--- src/inc/adsfe_consts.svh ---
`ifndef ADSFE_CONSTS_SVH
`define ADSFE_CONSTS_SVH
`define ADSFE_CLK_NS 40
`define ADSFE_HOLD_CYC 1024
`define ADSFE_RAMP_FS 9334
`define ADSFE_DRIFT_BCK 3
`define ADSFE_MBCK_MIN_NS 146
`define ADSFE_MBCK_CYC ((`ADSFE_MBCK_MIN_NS + `ADSFE_CLK_NS - 1) / `ADSFE_CLK_NS)
`define ADSFE_MBCK_PER_HALF 31
`define ADSFE_CW_BITS 16
`define ADSFE_LJ_BITS 24
`define ADSFE_IDX_MIN 7'h01
`define ADSFE_IDX_MAX 7'h04
`define ADSFE_R1_RST 8'h3F
`define ADSFE_R2_RST 8'h3F
`define ADSFE_R3_RST 8'h00
`define ADSFE_R4_RST 8'h00
`define ADSFE_B_SOFT_POWER_DOWN_BIT 0
`define ADSFE_A_STATUS 4'h0
`define ADSFE_A_MODE 4'h4
`define ADSFE_A_CTRL 4'h8
`define ADSFE_A_RAMP 4'hC
`define ADSFE_FMT_LJ 3'h0
`define ADSFE_FMT_I2S 3'h1
`define ADSFE_FMT_RJ24 3'h2
`define ADSFE_FMT_RJ20 3'h3
`define ADSFE_FMT_RJ16 3'h4
`define ADSFE_FMT_LJM 3'h5
`endif

--- src/inc/adsfe_pkg.sv ---
`include "adsfe_consts.svh"
package adsfe_pkg;
  typedef enum logic [2:0] {
    FMT_LJ   = `ADSFE_FMT_LJ,
    FMT_I2S  = `ADSFE_FMT_I2S,
    FMT_RJ24 = `ADSFE_FMT_RJ24,
    FMT_RJ20 = `ADSFE_FMT_RJ20,
    FMT_RJ16 = `ADSFE_FMT_RJ16,
    FMT_LJM  = `ADSFE_FMT_LJM
  } adsfe_fmt_t;
  typedef enum logic [1:0] {PWR_OFF, PWR_UP, PWR_ON, PWR_DOWN} adsfe_pwr_t;
  typedef struct packed {
    logic [23:0] left;
    logic [23:0] right;
  } adsfe_sample_t;
  typedef struct packed {
    logic       mutl;
    logic       mutr;
    logic [5:0] atl;
    logic [5:0] atr;
    logic       over;
    logic       rinv;
    logic       analog_mix_enable;
    logic       deemph;
    logic       zcat;
  } adsfe_cfg_t;
endpackage : adsfe_pkg
--- src/hw/adsfe_top.sv ---
`timescale 1ns/1ps
`include "adsfe_consts.svh"
// Summary of operation
// Power-down pin low resets all digital logic and the mode registers; the output ramp and master clock generator are not reset.
// Software power-down bit resets logic but keeps mode registers.
// Pin or software power changes use the same output ramp sequence.
// Logic held in reset 1024 clocks after power-down pin rises.
// Output ramps over 9334 sample periods, up and down.
// Serial audio data sampled on each bit clock rising edge.
// Word-select edge stores the sample; its level names the channel.
// Format field picks master (clocks driven) or slave (clocks input).
// Format 000 left-justified slave, 001 I2S, 101 left-justified master.
// Slave source gives fs word select and 32/48/64 fs bit clock.
// Slave source should derive its clocks from the system clock.
// Master mode drives word select at fs, bit clock at 64 fs.
// Any phase between word select and system clock is accepted.
// Drift over 3 bit clocks per period halts and holds output.
// Reset default is 24-bit left-justified slave.
// Samples are two's complement, MSB first.
// Right-justified, I2S, left-justified; 16, 20 or 24 bits.
// Pin variant: format pin low left-justified, high I2S.
// Pin variant: de-emphasis and mixing pins enable when high.
// Control port runs apart from audio and only writes mode registers.
// Control word: zero, seven-bit index, eight data bits.
// Control data shifted on control clock rising edges.
// Host holds select low and raises it after the last bit.
// Host may keep control clock running while select is low.
// Commit on select rise; frames under 16 bits are dropped.
module adsfe_top #(
  parameter int HOLD_CYC  = `ADSFE_HOLD_CYC,
  parameter int RAMP_FS   = `ADSFE_RAMP_FS,
  parameter int MBCK_HALF = `ADSFE_MBCK_CYC
) (
  input  wire logic                    i_clk,             // System clock
  input  wire logic                    i_rst,             // Async reset
  input  wire logic                    i_pd_n,            // Power-down pin
  input  wire logic                    i_bck,             // Bit clock in
  input  wire logic                    i_word_select_clock,            // Word select in
  input  wire logic                    i_sdata,           // Serial audio
  input  wire logic                    i_cs_n,            // Control select
  input  wire logic                    i_cclk,            // Control clock
  input  wire logic                    i_cdin,            // Control data
  input  wire logic                    i_fmt_pin,         // Pin format
  input  wire logic                    i_deemphasis_pin_pin,        // Pin de-emphasis
  input  wire logic                    i_analog_mix_enable_pin,        // Pin mixing
  output logic                         o_bck,             // Bit clock out
  output logic                         o_bck_oe,          // Bit clock drive
  output logic                         o_word_select_clock,            // Word select out
  output logic                         o_word_select_clock_oe,         // Word select drive
  output adsfe_pkg::adsfe_sample_t     o_sample,          // Stereo pair
  output logic                         o_sample_valid,    // Pair strobe
  output adsfe_pkg::adsfe_cfg_t        o_cfg,             // Mode settings
  output logic [13:0]                  o_ramp_level,      // Ramp position
  output logic                         o_halted,          // Sync lost
  input  wire logic [3:0]              i_avs_address,     // Byte address
  input  wire logic                    i_avs_read,        // Read
  input  wire logic                    i_avs_write,       // Write
  input  wire logic [3:0]              i_avs_byteenable,  // Byte lanes
  input  wire logic [31:0]             i_avs_writedata,   // Write data
  output logic [31:0]                  o_avs_readdata,    // Read data
  output logic                         o_avs_waitrequest  // Wait
);
  localparam int HW = $clog2(HOLD_CYC + 1);
  localparam int DW = $clog2(MBCK_HALF) + 1;
  localparam logic [HW-1:0] HOLD_END = HW'(HOLD_CYC);
  localparam logic [DW-1:0] DIV_END  = DW'(MBCK_HALF - 1);
  localparam logic [13:0]   RAMP_END = 14'(RAMP_FS);
  localparam int P_PD = 9, P_BCK = 8, P_LR = 7, P_SD = 6, P_CS = 5;
  localparam int P_CK = 4, P_CD = 3, P_FMT = 2, P_DEM = 1, P_MIX = 0;
  localparam logic [9:0] SYNC_RST = 10'h020;

  generate
    if (MBCK_HALF < `ADSFE_MBCK_CYC || HOLD_CYC < 1 || RAMP_FS < 2 || RAMP_FS > 16383) begin : g_chk
      $error("adsfe_top: parameter out of range");
    end
  endgenerate

  function automatic logic idx_ok(input logic [6:0] idx);
    idx_ok = idx >= `ADSFE_IDX_MIN && idx <= `ADSFE_IDX_MAX;
  endfunction : idx_ok

  function automatic adsfe_pkg::adsfe_fmt_t fmt_dec(input logic [2:0] f);
    if (f > `ADSFE_FMT_LJM) begin
      fmt_dec = adsfe_pkg::FMT_LJ;
    end else begin
      fmt_dec = adsfe_pkg::adsfe_fmt_t'(f);
    end
  endfunction : fmt_dec

  function automatic logic [23:0] align(input adsfe_pkg::adsfe_fmt_t f,
                                        input logic [23:0] lj, input logic [4:0] n,
                                        input logic [23:0] rj);
    case (f)
      adsfe_pkg::FMT_RJ24: align = rj;
      adsfe_pkg::FMT_RJ20: align = {rj[19:0], 4'h0};
      adsfe_pkg::FMT_RJ16: align = {rj[15:0], 8'h00};
      default:             align = lj << (5'(`ADSFE_LJ_BITS) - n);
    endcase
  endfunction : align

  logic [9:0]  pins;
  logic [9:0]  s1_r, s2_r, s3_r;
  logic [HW-1:0] hold_cnt_r;
  logic        pd_low, hold_act, soft_pd, dp_rst;
  logic [7:0]  mode_r [1:4];
  logic [31:0] mode_all;
  logic [15:0] cw_sr_r;
  logic [4:0]  cw_n_r;
  logic        ck_rise, cs_rise, commit;
  logic        pin_ctrl_r, master, i2s;
  adsfe_pkg::adsfe_fmt_t fmt;
  logic [DW-1:0] div_r;
  logic        mbck_r, mlr_r, mtick;
  logic [5:0]  mbit_r;
  logic        bck_rise, lr_lvl, lr_prv_r, lr_edge, fs_tick;
  logic [6:0]  bit_n_r;
  logic [23:0] lj_sr_r, rj_sr_r, word, left_r;
  logic [4:0]  lj_n_r;
  logic [7:0]  per_n_r, ref_n_r, dif;
  logic        seen_r, halted_r;
  adsfe_pkg::adsfe_pwr_t pwr_r;
  logic [13:0] level_r;
  logic        target_on, ack_r, req;

  assign pins = {i_pd_n, i_bck, i_word_select_clock, i_sdata, i_cs_n,
                 i_cclk, i_cdin, i_fmt_pin, i_deemphasis_pin_pin, i_analog_mix_enable_pin};

  // Two-stage synchronisers; stage three only feeds edge detection
  always_ff @(posedge i_clk or posedge i_rst) begin
    if (i_rst) begin
      s1_r <= SYNC_RST;
      s2_r <= SYNC_RST;
      s3_r <= SYNC_RST;
    end else begin
      s1_r <= pins;
      s2_r <= s1_r;
      s3_r <= s2_r;
    end
  end

  assign pd_low   = ~s2_r[P_PD];
  assign hold_act = hold_cnt_r != HOLD_END;
  assign soft_pd  = mode_r[4][`ADSFE_B_SOFT_POWER_DOWN_BIT];
  assign dp_rst   = hold_act | soft_pd; // see R1

  always_ff @(posedge i_clk or posedge i_rst) begin
    if (i_rst) begin
      hold_cnt_r <= '0;
    end else if (pd_low) begin
      hold_cnt_r <= '0;
    end else if (hold_act) begin
      hold_cnt_r <= hold_cnt_r + 1'b1;
    end
  end

  assign ck_rise = s2_r[P_CK] & ~s3_r[P_CK];
  assign cs_rise = s2_r[P_CS] & ~s3_r[P_CS];
  assign commit  = cs_rise && cw_n_r >= 5'(`ADSFE_CW_BITS) && !cw_sr_r[15]
                   && idx_ok(cw_sr_r[14:8]); // see R21

  // Control shifter; keeps the last 16 bits if the clock ran on
  always_ff @(posedge i_clk or posedge i_rst) begin
    if (i_rst) begin
      cw_sr_r <= '0;
      cw_n_r  <= '0;
    end else if (hold_act || s2_r[P_CS]) begin
      cw_n_r <= '0;
    end else if (ck_rise) begin
      cw_sr_r <= {cw_sr_r[14:0], s2_r[P_CD]}; // see R22
      if (cw_n_r != 5'h1F) begin
        cw_n_r <= cw_n_r + 5'h01;
      end
    end
  end

  always_ff @(posedge i_clk or posedge i_rst) begin
    if (i_rst) begin
      mode_r[1] <= `ADSFE_R1_RST;
      mode_r[2] <= `ADSFE_R2_RST;
      mode_r[3] <= `ADSFE_R3_RST;
      mode_r[4] <= `ADSFE_R4_RST;
    end else if (pd_low) begin
      mode_r[1] <= `ADSFE_R1_RST; // see R1
      mode_r[2] <= `ADSFE_R2_RST;
      mode_r[3] <= `ADSFE_R3_RST;
      mode_r[4] <= `ADSFE_R4_RST;
    end else if (commit) begin
      mode_r[cw_sr_r[10:8]] <= cw_sr_r[7:0]; // see R20
    end
  end

  assign mode_all = {mode_r[4], mode_r[3], mode_r[2], mode_r[1]};
  assign fmt = pin_ctrl_r ? (s2_r[P_FMT] ? adsfe_pkg::FMT_I2S : adsfe_pkg::FMT_LJ)
                          : fmt_dec(mode_r[3][2:0]); // see R9
  assign master = fmt == adsfe_pkg::FMT_LJM;
  assign i2s    = fmt == adsfe_pkg::FMT_I2S;

  // Master clocks: bit clock 64 fs, word select flips on bit clock fall
  assign mtick = div_r == DIV_END;
  always_ff @(posedge i_clk or posedge i_rst) begin
    if (i_rst) begin
      div_r  <= '0;
      mbck_r <= 1'b0;
      mbit_r <= '0;
      mlr_r  <= 1'b1;
    end else if (mtick) begin
      div_r  <= '0;
      mbck_r <= ~mbck_r;
      if (mbck_r) begin
        mbit_r <= mbit_r + 6'h01;
        mlr_r  <= ~mbit_r[5] ^ (mbit_r[4:0] == 5'(`ADSFE_MBCK_PER_HALF));
      end
    end else begin
      div_r <= div_r + 1'b1;
    end
  end

  assign o_bck     = mbck_r;
  assign o_word_select_clock    = mlr_r;
  assign o_bck_oe  = master;
  assign o_word_select_clock_oe = master;

  assign bck_rise = master ? (mtick & ~mbck_r) : (s2_r[P_BCK] & ~s3_r[P_BCK]);
  assign lr_lvl   = master ? mlr_r : s2_r[P_LR];
  assign lr_edge  = lr_lvl ^ lr_prv_r;
  assign fs_tick  = lr_edge & lr_lvl;

  always_ff @(posedge i_clk or posedge i_rst) begin
    if (i_rst) begin
      lr_prv_r <= 1'b0;
    end else begin
      lr_prv_r <= lr_lvl;
    end
  end

  // Shifters: left-justified keeps the first bits, right-justified the last
  always_ff @(posedge i_clk or posedge i_rst) begin
    if (i_rst) begin
      bit_n_r <= '0;
      lj_n_r  <= '0;
      lj_sr_r <= '0;
      rj_sr_r <= '0;
    end else if (dp_rst || lr_edge) begin
      bit_n_r <= '0;
      lj_n_r  <= '0;
    end else if (bck_rise) begin
      if (bit_n_r != 7'h7F) begin
        bit_n_r <= bit_n_r + 7'h01;
      end
      rj_sr_r <= {rj_sr_r[22:0], s2_r[P_SD]}; // see R6
      if (lj_n_r < 5'(`ADSFE_LJ_BITS) && !(i2s && bit_n_r == 7'h00)) begin
        lj_sr_r <= {lj_sr_r[22:0], s2_r[P_SD]}; // see R16
        lj_n_r  <= lj_n_r + 5'h01;
      end
    end
  end

  assign word = align(fmt, lj_sr_r, lj_n_r, rj_sr_r);

  always_ff @(posedge i_clk or posedge i_rst) begin
    if (i_rst) begin
      left_r         <= '0;
      o_sample       <= '0;
      o_sample_valid <= 1'b0;
    end else begin
      o_sample_valid <= 1'b0;
      if (dp_rst) begin
        left_r   <= '0;
        o_sample <= '0;
      end else if (lr_edge && !halted_r) begin
        if (lr_prv_r ^ i2s) begin
          left_r <= word;
        end else begin
          o_sample       <= '{left: left_r, right: word};
          o_sample_valid <= 1'b1;
        end
      end
    end
  end

  // Bit clocks per frame compared with the previous frame
  assign dif = per_n_r > ref_n_r ? per_n_r - ref_n_r : ref_n_r - per_n_r;
  always_ff @(posedge i_clk or posedge i_rst) begin
    if (i_rst) begin
      per_n_r  <= '0;
      ref_n_r  <= '0;
      seen_r   <= 1'b0;
      halted_r <= 1'b0;
    end else if (dp_rst) begin
      per_n_r  <= '0;
      seen_r   <= 1'b0;
      halted_r <= 1'b0;
    end else if (fs_tick) begin
      per_n_r  <= '0;
      ref_n_r  <= per_n_r;
      seen_r   <= 1'b1;
      halted_r <= seen_r && dif > 8'(`ADSFE_DRIFT_BCK);
    end else if (bck_rise && per_n_r != 8'hFF) begin
      per_n_r <= per_n_r + 8'h01;
    end
  end

  assign o_halted = halted_r;

  // Output ramp; not cleared by power-down so the ramp down can run
  assign target_on = ~hold_act & ~soft_pd;
  always_ff @(posedge i_clk or posedge i_rst) begin
    if (i_rst) begin
      pwr_r   <= adsfe_pkg::PWR_OFF;
      level_r <= '0;
    end else begin
      unique case (pwr_r)
        adsfe_pkg::PWR_OFF: begin
          if (target_on) begin
            pwr_r <= adsfe_pkg::PWR_UP;
          end
        end
        adsfe_pkg::PWR_UP: begin
          if (!target_on) begin
            pwr_r <= adsfe_pkg::PWR_DOWN;
          end else if (fs_tick) begin
            level_r <= level_r + 14'h0001;
            if (level_r + 14'h0001 == RAMP_END) begin
              pwr_r <= adsfe_pkg::PWR_ON;
            end
          end
        end
        adsfe_pkg::PWR_ON: begin
          if (!target_on) begin
            pwr_r <= adsfe_pkg::PWR_DOWN;
          end
        end
        adsfe_pkg::PWR_DOWN: begin
          if (target_on) begin
            pwr_r <= adsfe_pkg::PWR_UP;
          end else if (fs_tick) begin
            level_r <= level_r - 14'h0001;
            if (level_r == 14'h0001) begin
              pwr_r <= adsfe_pkg::PWR_OFF;
            end
          end
        end
      endcase
    end
  end

  assign o_ramp_level = level_r;

  always_ff @(posedge i_clk or posedge i_rst) begin
    if (i_rst) begin
      o_cfg <= '0;
    end else begin
      o_cfg.mutl   <= mode_r[1][6];
      o_cfg.mutr   <= mode_r[1][7];
      o_cfg.atl    <= mode_r[1][5:0];
      o_cfg.atr    <= mode_r[2][5:0];
      o_cfg.over   <= mode_r[3][7];
      o_cfg.rinv   <= mode_r[3][5];
      o_cfg.analog_mix_enable   <= pin_ctrl_r ? s2_r[P_MIX] : mode_r[3][4];
      o_cfg.deemph <= pin_ctrl_r ? s2_r[P_DEM] : mode_r[3][3];
      o_cfg.zcat   <= mode_r[4][4];
    end
  end

  // Avalon slave: one wait cycle, then the answer
  assign req = i_avs_read | i_avs_write;
  assign o_avs_waitrequest = req & ~ack_r;
  always_ff @(posedge i_clk or posedge i_rst) begin
    if (i_rst) begin
      ack_r          <= 1'b0;
      o_avs_readdata <= '0;
      pin_ctrl_r     <= 1'b0;
    end else begin
      ack_r <= req & ~ack_r;
      if (i_avs_read && !ack_r) begin
        case (i_avs_address)
          `ADSFE_A_STATUS: o_avs_readdata <= {27'h0, pwr_r, halted_r, master, hold_act};
          `ADSFE_A_MODE:   o_avs_readdata <= mode_all;
          `ADSFE_A_CTRL:   o_avs_readdata <= {31'h0, pin_ctrl_r};
          `ADSFE_A_RAMP:   o_avs_readdata <= {18'h0, level_r};
          default:         o_avs_readdata <= '0;
        endcase
      end
      if (i_avs_write && ack_r && i_avs_address == `ADSFE_A_CTRL && i_avs_byteenable[0]) begin
        pin_ctrl_r <= i_avs_writedata[0];
      end
    end
  end
endmodule : adsfe_top

--- config.mk ---
export PLATFORM = sky130hd
export DESIGN_NAME = adsfe_top
export DESIGN_NICKNAME = d
export VERILOG_FILES = /design/src/inc/adsfe_pkg.sv /design/src/hw/adsfe_top.sv
export VERILOG_INCLUDE_DIRS = /design/src /design/src/inc
export SDC_FILE = /design/constraint.sdc
export NUM_CORES = 1
export LEC_CHECK = 0
export ABC_AREA = 1
export BUFFER_PORTS_ARGS = -buffer_cell sky130_fd_sc_hd__buf_2
export CAP_MARGIN = 15
export CORE_MARGIN = 4
export CORE_UTILIZATION = 35
export DETAILED_ROUTE_END_ITERATION = 10
export PLACE_DENSITY = 0.53
export SETUP_SLACK_MARGIN = 0.4
export SLEW_MARGIN = 20
export SYNTH_ARGS = -nofsm -noshare
export SYNTH_HDL_FRONTEND = slang
export SYNTH_SLANG_ARGS = --single-unit
--- constraint.sdc ---
create_clock -name i_clk -period 11.6 [get_ports i_clk]
set_input_delay 1.16 -clock i_clk [delete_from_list [all_inputs] [get_ports i_clk]]
set_output_delay 1.16 -clock i_clk [all_outputs]
set_load 0.1 [all_outputs]
==> run metrics, run 1 <==
run status completed; row count 77; Rel. slew slack 0.325; placed insts 2526; Reg2Reg Launch Point pin_ctrl_r$_DFFE_PP0P_; Final min period 3.77 ns; final wirelength 41400 um; Area contributors post-synth dfrtp_1, nand2_1, o21ai_0, nand3_1, inv_1; Avg Inst Size Synth 8.43 sq um; post-route clock period utilization 0.325; Post-Syn Instances 1858; CTS tree done; sequential fraction of the synthesis area 0.511; Synth Area in Compound Gates 0.136; ANT nets after route 0; largest net degree at the start of global routing 112; Final Hold Violating Endpoints 0; total chip power 2.50 mW; Hold Crit Class flip-flop to flip-flop; Final Max Slew Viols 0; Pre-antenna DRT Iters 5; Remaining DRCs 0; Detailed Place HPWL 29400 um; main combinational cell family by area after synthesis simple AND/OR/NAND/NOR gates; first-pass GRT wire length 67800 um; Post-Syn Nets 1950; share of Yosys cell area claimed by the top area cell type 0.484; vias per cell 4.93; die area 48200 sq um; Synth area leader dfrtp_1; distinct cell type count after synthesis 54; RD Place Congestion 0.914; antenna violations before repair 0; # setup viols final 0; Worst Path Required 12.03 ns; met3 wire length 2160 um; Met2 Wirelength 18300 um; max cap viols 0; final worst slack 7.83 ns; WS Path Type flip-flop to flip-flop; clk root buf clkbuf_16; proportion of layout cells with a drive suffix above 1 0.142; synthesis warning total 0; setup TNS 0 ns; PortBufs 139; Synth Area in XOR/XNOR 0.0161; H-tree level count 2; actual slew at the worst max-slew pin 1.01 ns; Fmax 265 MHz; DR vias 12800; setup slack, reg-to-reg 7.83 ns; mapped cell area 15700 sq um; Area Overhead vs Synth 16.2%; Remaining Overflow, GRT 0; postcts setup bufs 0; Tot GR Track Use 0.174; mux cell area share after synthesis 0.0193; predominant post-synthesis flop cell dfrtp_1; Post-CTS Resized 0; Post-Synth Adder-Cell Area 0.0313; synthesized flop and latch total 319; fillers 4515; Max Used Layer met4; clk_lat worst skew 0.55 ns; Num CTS Buffers 39; power density cells 137 nW/um^2; dpl ws 7.80 ns; IO Pins 174; Post-Route Utilization 0.411; hold-critical path endpoint s2_r[3]$_DFF_PP0_; Worst-path clk slew 0.06 ns; maximum VDD drop 0.000108 V; Setup Skew 0.0211 ns; Starting DRT DRC Count 1043; Worst Reg-to-Reg Cells 10; hold path startpoint s1_r[3]$_DFF_PP0_; Lkg Pwr 8.74 nW; starting density of the core 0.354; Setup crit start kind flip-flop; nets 2068; area share of and/or/nand/nor cells after synthesis 0.220; # diodes 0; cts hold-fix bufs 0; Async SR Flop Fraction 1.00; wire length per cell 15.9 um; WP data arrival 4.20 ns; core area 44200 sq um; vias in the first global route 12500; RSZ-0062 raised after global routing no; met1 WL 19700 um; Crit. End Element flip-flop; DIE HEIGHT 219 um; reg-to-reg endpoint left_r[9]$_DFFE_PP0P_; TritonCTS Sinks 319; Post-synth EDFFs 0; Worst Hold Depth 0; crit-path max FO 31; Layout Cells excl Fill 2599; Die Span X 219 um; clk buf depth 3
## power by group
part | switching [mW] | internal (mW)
sequential | 0.0125 | 1.13
combinational | 0.112 | 0.0187
clock | 0.487 | 0.737
## flip-flops by register name (all words and copies together), names as in the netlist, 3 cells and up
name / count
o_ramp_level: 14
left_r: 24
lj_n_r: 5
s2_r: 10
rj_sr_r: 24
lj_sr_r: 24
hold_cnt_r: 11
per_n_r: 8
mbit_r: 6
cw_sr_r: 16
s3_r: 3
s1_r: 10
ref_n_r: 8
o_avs_readdata: 32
div_r: 3
bit_n_r: 7
cw_n_r: 5
o_sample: 48
mode_all: 32
o_cfg: 19
## layout make-up
type	count	area, sq um	area share
Tap cell	592	741	0.0407
Clock inverter	15	160	0.00880
Inverter	182	691	0.0380
Clock buffer	57	1150	0.0630
Timing Repair Buffer	153	821	0.0451
Sequential cell	319	8000	0.440
Multi-Input combinational cell	1281	6630	0.364
## placed cells by master, fill, tap and decap left out, types with 8 or more instances in the layout
cell       netlist  final
nand2_1        474    474
dfrtp_1        303    303
o21ai_0        183    183
inv_1          168    167
nand3_1        154    154
buf_2           25    139
nor2_1         116    116
a21oi_1         86     86
clkbuf_16        0     41
ha_1            36     36
a22o_1          24     24
nor3_1          21     21
xor2_1          19     18
mux2_2          18     18
o211ai_1        16     16
o31ai_1         16     16
dfstp_2         16     16
nand4_1         14     14
o21ai_1         14     14
o22ai_1         14     14
buf_4            2     13
mux2i_1         10     10
clkbuf_1        42     10
inv_2            9      9
xnor2_1          8      8
or2_2            8      8
## metrics by stage
stage | hold slack (ns) | instance area (sq um)
5_1_grt | 0.358 | 18200
3_5_place_dp | 0.336 | 16900
6_report | 0.347 | 18200
3_3_place_gp | 0.334 | 16900
4_1_cts | 0.350 | 18200
2_1_floorplan | 0.331 | 15700
## cell families (layout without fill, tap and decap cells)
kind of cell / after synthesis / in the layout
AOI/OAI and AO/OA: 376 / 376
xor gates and xnor gates: 28 / 28
buffers and inverters: 258 / 407
DFF: 319 / 319
adders and majority gates: 38 / 38
muxes: 28 / 28
and+or+nand+nor: 811 / 811
## Yosys cell counts, drive strengths merged, types with 4 or more instances
| library cell | instances |
|---|---|
| nand2 | 476 |
| dfrtp | 303 |
| o21ai | 198 |
| inv | 177 |
| nand3 | 155 |
| nor2 | 122 |
| a21oi | 87 |
| clkbuf | 42 |
| ha | 36 |
| buf | 34 |
| a22o | 24 |
| nor3 | 24 |
| xor2 | 20 |
| mux2 | 18 |
| dfstp | 16 |
| o211ai | 16 |
| o31ai | 16 |
| nand4 | 14 |
| o22ai | 14 |
| mux2i | 10 |
| or2 | 10 |
| xnor2 | 8 |
| o32ai | 6 |
| clkinv | 5 |
| a31oi | 4 |
## worst max path at each step
stage | end | from | cells after the start | slack, ns
5_1_grt | left_r[7]$_DFFE_PP0P_ | pin_ctrl_r$_DFFE_PP0P_ | 10 | 7.47
3_5_place_dp | left_r[7]$_DFFE_PP0P_ | pin_ctrl_r$_DFFE_PP0P_ | 10 | 7.80
4_1_cts | left_r[9]$_DFFE_PP0P_ | pin_ctrl_r$_DFFE_PP0P_ | 10 | 7.79
2_1_floorplan | ack_r$_DFF_PP0_ | i_rst | 1 | 1.64
6_report | left_r[9]$_DFFE_PP0P_ | pin_ctrl_r$_DFFE_PP0P_ | 10 | 7.83
3_3_place_gp | left_r[7]$_DFFE_PP0P_ | pin_ctrl_r$_DFFE_PP0P_ | 10 | 7.81
## critical path: stages (launching register included)
cell,delay (ns)
dfrtp_1,0.55
nor2_1,0.21
nand2_1,0.26
o21ai_0,0.55
ha_1,0.37
nor2_1,0.26
inv_1,0.08
nor2_2,0.64
inv_2,0.43
nand3_1,0.19
nand2_1,0.06
## metal layers
layer / vias to the layer above / track usage
li1: 6393 / -
met5: - / 0
met3: 67 / 0.0319
met4: 0 / 0.0584
met2: 306 / 0.268
met1: 6052 / 0.247
(Power assumes the default switching activity.)
==> run 2, diff against run 1 <==
ABC_AREA = 0   (was 1)
clock period = 3.91 ns   (was 11.6 ns; I/O delays follow)
==> run 2 against run 1 <==
Clock power grew to 3.0 times the previous value. Critical path depth shrank 2. Sequential cell count is the same. Utilization grew 0.52 points. Total power grew to 3.0 times the previous value. Sequential share of layout area shrank 0.83 points. Largest cell class unchanged.
==> run metrics, run 2 <==
WP data arrival 3.41 ns (-0.79 ns); Flop pwr share 0.453 (-0.005); Worst-path clk slew 0.06 ns (about the same); Post-synth EDFFs 0 (unchanged); Tot GR Track Use 0.159 (-0.0143); met3 wire length 1650 um (-24%); final worst slack 0.911 ns (-6.92 ns); DR vias 11600 (-9.8%); Remaining Overflow, GRT 0 (unchanged); die area 48800 sq um (+1.3%); setup TNS 0 ns (unchanged); wire length per cell 17.3 um (+8.4%); synthesis warning total 0 (unchanged); mapped cell area 15900 sq um (+1.4%); dpl cell area 17100 sq um (+1.5%); antenna violations before repair 0 (unchanged); dpl ws 0.964 ns (-6.83 ns); TritonCTS Sinks 319 (unchanged); Hold Crit Class input port to flip-flop; Post-Syn Nets 1615 (-17%); Detailed Place HPWL 26800 um (-8.7%); Post-CTS Resized 0 (unchanged); met1 WL 19100 um (-3.5%); clk root buf clkbuf_16; core area 44500 sq um (+0.65%); Area Overhead vs Synth 16.8%; Lkg Pwr 8.19 nW (-6.3%); Rel. slew slack 0.347 (+0.0221); Setup crit start kind flip-flop; run status completed; max cap viols 0 (unchanged); clk_lat worst skew 0.55 ns (about the same); Largest register FFs 48 (unchanged); PortBufs 139 (unchanged); clk buf depth 3 (unchanged); # setup viols final 0 (unchanged); vias per cell 5.11 (+3.7%); Switching Share 0.223 (-0.0218); final wirelength 39000 um (-5.7%); ANT nets after route 0 (unchanged); predominant post-synthesis flop cell dfrtp_1; CP cell instances inv_2 > ha_1 > mux2_2 > o21ai_0 > o21ai_0 > nor2b_1 > o31ai_1 > o21ai_0; first-pass GRT wire length 65200 um (-3.9%); # diodes 0 (unchanged); Post-Synth Adder-Cell Area 0.0309 (-0.000425); Post-Syn Instances 1523 (-18%); Fmax 333 MHz (+26%); internal power 5.74 mW (+200%); Num CTS Buffers 39 (unchanged); CTS tree done; RSZ-0062 raised after global routing no; largest net degree at the start of global routing 117 (+4.5%); commonest non-fill, non-tap cell in the layout dfrtp_1; Pre-antenna DRT Iters 5 (unchanged); Starting DRT DRC Count 879 (-16%); WS Path Type flip-flop to flip-flop; Avg Inst Size Synth 10.4 sq um (+24%); fin area 18500 sq um (+1.9%); Die Span X 221 um (+0.66%); area share of and/or/nand/nor cells after synthesis 0.149 (-0.0703); Max Used Layer met4; Post-Route Utilization 0.417 (+0.00517); proportion of layout cells with a drive suffix above 1 0.222 (+0.0807); slowest stage delay, CP 0.50 ns (-0.14 ns); nets 1734 (-16%); DIE HEIGHT 221 um (+0.66%); maximum VDD drop 0.000265 V (+150%); Final Hold Violating Endpoints 0 (unchanged); Synth Area in XOR/XNOR 0.0320 (+0.0159); row count 77 (unchanged); commonest non-fill, non-tap cells in the layout dfrtp_1, nand2_1, buf_2, o21ai_0, a21oi_1; IO Pins 174 (unchanged); RD Place Congestion 0.853 (-6.6%); Final Max Slew Viols 0 (unchanged); Synth Area in Compound Gates 0.121 (-0.0150); Min Hold Slack 0.134 ns (-0.213 ns); Setup Skew 0.0241 ns (+0.00300 ns); sequential fraction of the synthesis area 0.504 (-0.00693); share of Yosys cell area claimed by the top area cell type 0.478 (-0.00657); Area contributors post-synth dfrtp_1, mux2_2, nand2_1, mux2i_1, o21ai_0; Met2 Wirelength 17600 um (-3.8%); synthesized flop and latch total 319 (unchanged); Remaining DRCs 0 (unchanged); combinational share of power 0.043 (-0.009); Final min period 3.00 ns (-0.775 ns); Clk pwr share 0.504 (+0.014); main combinational cell family by area after synthesis simple AND/OR/NAND/NOR gates; most used cell, CP o21ai_0; starting density of the core 0.357 (+0.00254); H-tree level count 2 (unchanged); Biggest register o_sample; post-route clock period utilization 0.767 (+0.442); top-count cell post-synth dfrtp_1; Synth area leader dfrtp_1; crit-path max FO 10 (-68%); Async SR Flop Fraction 1.00 (unchanged); most common library cells after synthesis dfrtp_1, nand2_1, o21ai_0, a21oi_1, nor2_1; Crit. End Element flip-flop; Sw Pwr 1.65 mW (+170%); actual slew at the worst max-slew pin 0.978 ns (-0.0284 ns); vias in the first global route 11600 (-7.2%); Worst Path Required 4.32 ns (-7.71 ns); power density cells 398 nW/um^2 (+190%); mux cell area share after synthesis 0.121 (+0.102); distinct cell type count after synthesis 84 (+56%); slowest CP cell o21ai_0
-- run 2: changes by cell type after synthesis, moves of 29 or more --
cell,delta
inv_1,-127
nor2_1,-35
nand3_1,-87
xnor2_1,+37
nor2b_1,+29
nand2_1,-285
o21ai_0,-76
mux2i_1,+51
mux2_2,+45
-- run 2: power by group through the flow --
stage / sequential, mW / clock [mW] / combinational (mW)
3_5_place_dp: 3.40 / 0 / 0.319
6_report: 3.34 / 3.72 / 0.319
5_1_grt: 3.34 / 4.00 / 0.359
3_3_place_gp: 3.40 / 0 / 0.318
4_1_cts: 3.34 / 3.85 / 0.329
2_1_floorplan: 3.44 / 0 / 0.187
-- run 2: path summary, 6_finish.rpt --
path,startpoint,endpoint,slack (ns),cells past startpoint
setup / recovery,lj_n_r[0]$_DFFE_PP0P_,left_r[11]$_DFFE_PP0P_,0.91,8
hold / removal,i_avs_writedata[0],pin_ctrl_r$_DFFE_PP0P_,0.13,2
setup reg to reg,lj_n_r[0]$_DFFE_PP0P_,left_r[11]$_DFFE_PP0P_,0.91,8
hold reg to reg,s1_r[0]$_DFF_PP0_,s2_r[0]$_DFF_PP0_,0.34,0
max in group asynchronous,i_rst,hold_cnt_r[5]$_DFFE_PP0P_,2.41,4
min in group asynchronous,i_rst,o_sample[27]$_DFFE_PP0P_,0.48,3
-- run 2: cell type report --
| cell class | count | area, sq um |
|---|---|---|
| clock buffers | 54 | 1080 |
| clock inverters | 15 | 239 |
| fillers | 4370 | 26000 |
| inverters | 43 | 165 |
| multi-input cells | 1061 | 7260 |
| flip-flops and latches | 319 | 8000 |
| well taps | 592 | 741 |
| repair buffers | 178 | 1050 |
-- run 2: cells by family (layout without fill, tap and decap cells) --
family / after synthesis / in the layout
simple gates: 482 / 482
compound gates: 325 / 325
flops: 319 / 319
mux: 158 / 158
buf+inv: 143 / 290
xor+xnor: 58 / 58
fa+ha+maj: 38 / 38
-- run 2: through the flow --
stage	instances	power [mW]
4_1_cts	2262	7.52
3_5_place_dp	2182	3.72
6_report	2262	7.38
3_3_place_gp	2182	3.72
5_1_grt	2262	7.70
2_1_floorplan	1523	3.63
-- run 2: worst max-delay path, delay by kind of cell (launching register included) --
family / cells / cell delay [ns]
buffers and inverters: 1 / 0.16
AOI/OAI and AO/OA: 4 / 1.31
muxes: 1 / 0.35
DFF: 1 / 0.49
adders and majority gates: 1 / 0.38
and+or+nand+nor: 1 / 0.18
-- run 2: what timing repair did --
item                       4_1_cts  5_1_grt
hold buffers                    11        0
hold endpoints to repair        32        0
setup endpoints to repair        0        0
buffers inserted                 0        0
-- run 2: routing by layer --
| layer | track usage | vias up |
|---|---|---|
| met4 | 0.0376 | 0 |
| li1 | - | 5581 |
| met1 | 0.232 | 5729 |
| met3 | 0.0301 | 54 |
| met2 | 0.247 | 203 |
| met5 | 0 | - |
==> run 3, diff against run 2 <==
ABC_AREA = 1   (was 0)
clock period = 2.8 ns   (was 3.91 ns; I/O delays follow)
==> run 3 against run 2 <==
Clock skew increased by 0.015 ns. Largest cell class unchanged. Critical endpoint is now o_sample[10]$_DFFE_PP0P_. Setup slack worse by 0.41 ns. Sequential share of layout area down 0.51 points. Clock power is 36% higher. Clock-buffer cell count grew 4. Sequential cell count stayed put.
==> run metrics, run 3 (synthesis results as in run 1) <==
core area 44200 sq um (-0.65%); Remaining DRCs 0 (unchanged); Setup Skew 0.0395 ns (+0.0154 ns); Min Hold Slack 0.0462 ns (-0.0881 ns); Crit. End Element flip-flop; crit-path max FO 18 (+8); Die Span X 219 um (-0.66%); Final min period 2.30 ns (-0.698 ns); internal power 7.84 mW (+37%); Clk pwr share 0.487 (-0.017); Flop pwr share 0.456 (+0.003); post-route clock period utilization 0.822 (+0.0549); Lkg Pwr 8.99 nW (+9.8%); hold path startpoint i_avs_writedata[0]; Detailed Place HPWL 30100 um (+12%); commonest non-fill, non-tap cell in the layout nand2_1; actual slew at the worst max-slew pin 0.777 ns (-0.200 ns); Num CTS Buffers 38 (-2.6%); WS Path Type flip-flop to flip-flop; postcts setup bufs 0 (unchanged); placed insts 2561 (+17%); clk_lat worst skew 0.58 ns (+0.03 ns); Max Used Layer met5; IO Pins 174 (unchanged); Setup crit start kind flip-flop; RSZ-0062 raised after global routing yes; first-pass GRT wire length 68600 um (+5.2%); PortBufs 139 (unchanged); die area 48200 sq um (-1.3%); met1 WL 19500 um (+2.5%); H-tree level count 2 (unchanged); Post-Route Utilization 0.425 (+0.00798); CP cell instances buf_4 > inv_1 > nand2_1 > inv_1 > a21oi_2 > clkinv_1 > a21oi_1 > nand3_1 > nand2_1; Reg2Reg Launch Point pin_ctrl_r$_DFFE_PP0P_; proportion of layout cells with a drive suffix above 1 0.159 (-0.0632); DR vias 13000 (+12%); nets 2117 (+22%); Biggest register o_sample; Pre-antenna DRT Iters 7 (+2); Worst-path clk slew 0.05 ns (about the same); run status completed; RD Place Congestion 0.907 (+6.2%); max cap viols 0 (unchanged); largest net degree at the start of global routing 94 (-20%); wire length per cell 15.9 um (-7.6%); starting density of the core 0.354 (-0.00254); Largest register FFs 48 (unchanged); vias per cell 4.92 (-3.7%); slowest CP cell a21oi_1; antenna violations before repair 1 (+1); DIE HEIGHT 219 um (-0.66%); TritonCTS Sinks 319 (unchanged); Worst Path Required 3.29 ns (-1.03 ns); CP bufs+invs 4 (+3); vias in the first global route 12800 (+10%); combinational share of power 0.058 (+0.015); ANT nets after route 0 (unchanged); Remaining Overflow, GRT 0 (unchanged); maximum VDD drop 0.000405 V (+53%); Tot GR Track Use 0.176 (+0.0164); Largest delay share family, worst path buffers and inverters; CP startpoint pin_ctrl_r$_DFFE_PP0P_; Final Hold Violating Endpoints 0 (unchanged); CTS tree done; final wirelength 42100 um (+7.9%); power density cells 554 nW/um^2 (+39%); slowest stage delay, CP 0.47 ns (-0.03 ns); Layout Cells excl Fill 2643 (+17%); Met2 Wirelength 19300 um (+9.4%); # diodes 0 (unchanged); commonest non-fill, non-tap cells in the layout nand2_1, dfrtp_1, o21ai_0, inv_1, nand3_1; Rel. slew slack 0.478 (+0.131); Area Overhead vs Synth 19.9%; clk root buf clkbuf_16; Final Max Slew Viols 0 (unchanged); met3 wire length 2290 um (+39%); Starting DRT DRC Count 785 (-11%); Fmax 435 MHz (+30%); row count 77 (unchanged); WP data arrival 2.79 ns (-0.62 ns); Sw Pwr 2.55 mW (+55%); # setup viols final 0 (unchanged); clk buf depth 3 (unchanged); Hold Crit Class input port to flip-flop; Switching Share 0.245 (+0.0221)
==> run 3: through the flow <==
stage / instance area [sq um] / setup slack, ns / power [mW] / TNS, ns
detailed placement: 17200 / 0.0369 / 5.40 / 0
global route: 18800 / 0.358 / 10.8 / 0
floorplan: 15700 / -1.72 / 5.23 / -530.28
global placement: 17200 / 0.0999 / 5.40 / 0
CTS: 18700 / 0.405 / 10.6 / 0
finish: 18800 / 0.499 / 10.4 / 0
==> run 3: tightest hold or removal path, cell delays in order <==
cell and delay (ns):
buf_2 0.12, nor2_1 0.11, a21oi_1 0.05
==> run 3: worst paths after layout <==
kind | endpoint | slack (ns) | cells past startpoint
max | o_sample[10]$_DFFE_PP0P_ | 0.50 | 9
min | pin_ctrl_r$_DFFE_PP0P_ | 0.05 | 3
max reg2reg | o_sample[10]$_DFFE_PP0P_ | 0.50 | 9
min reg2reg | s2_r[9]$_DFF_PP0_ | 0.35 | 0
max in group asynchronous | div_r[2]$_DFF_PP0_ | 1.71 | 4
min in group asynchronous | o_avs_readdata[16]$_DFFE_PP0P_ | 0.24 | 3
==> run 3: timing repair <==
action / in CTS / in global routing
endpoints found under the setup margin: 105 / 117
gates cloned: 3 / 0
gates resized for setup: 7 / 26
endpoints found under the hold margin: 29 / 0
hold buffers: 13 / 0
pin swaps: 3 / 2
==> run 3: final cells by class <==
| cell class | count | area [sq um] |
|---|---|---|
| timing repair buffer | 200 | 1310 |
| sequential | 319 | 8010 |
| multi-input combinational | 1284 | 6730 |
| clock inverter | 8 | 184 |
| inverter | 182 | 698 |
| clock buffer | 58 | 1110 |
| tap | 592 | 741 |
| fill | 4416 | 25400 |
==> run 3: power by group through the flow <==
stage | registers (mW) | logic [mW] | clock network [mW]
5_1_grt | 4.74 | 0.651 | 5.41
2_1_floorplan | 5.00 | 0.226 | 0
4_1_cts | 4.74 | 0.602 | 5.24
6_report | 4.74 | 0.598 | 5.06
3_5_place_dp | 4.82 | 0.584 | 0
3_3_place_gp | 4.82 | 0.582 | 0
==> run 3: per-layer routing <==
metal	vias to the layer above	track usage
li1	6484	-
met1	6163	0.243
met2	293	0.280
met3	68	0.0357
met4	2	0.0529
met5	-	0
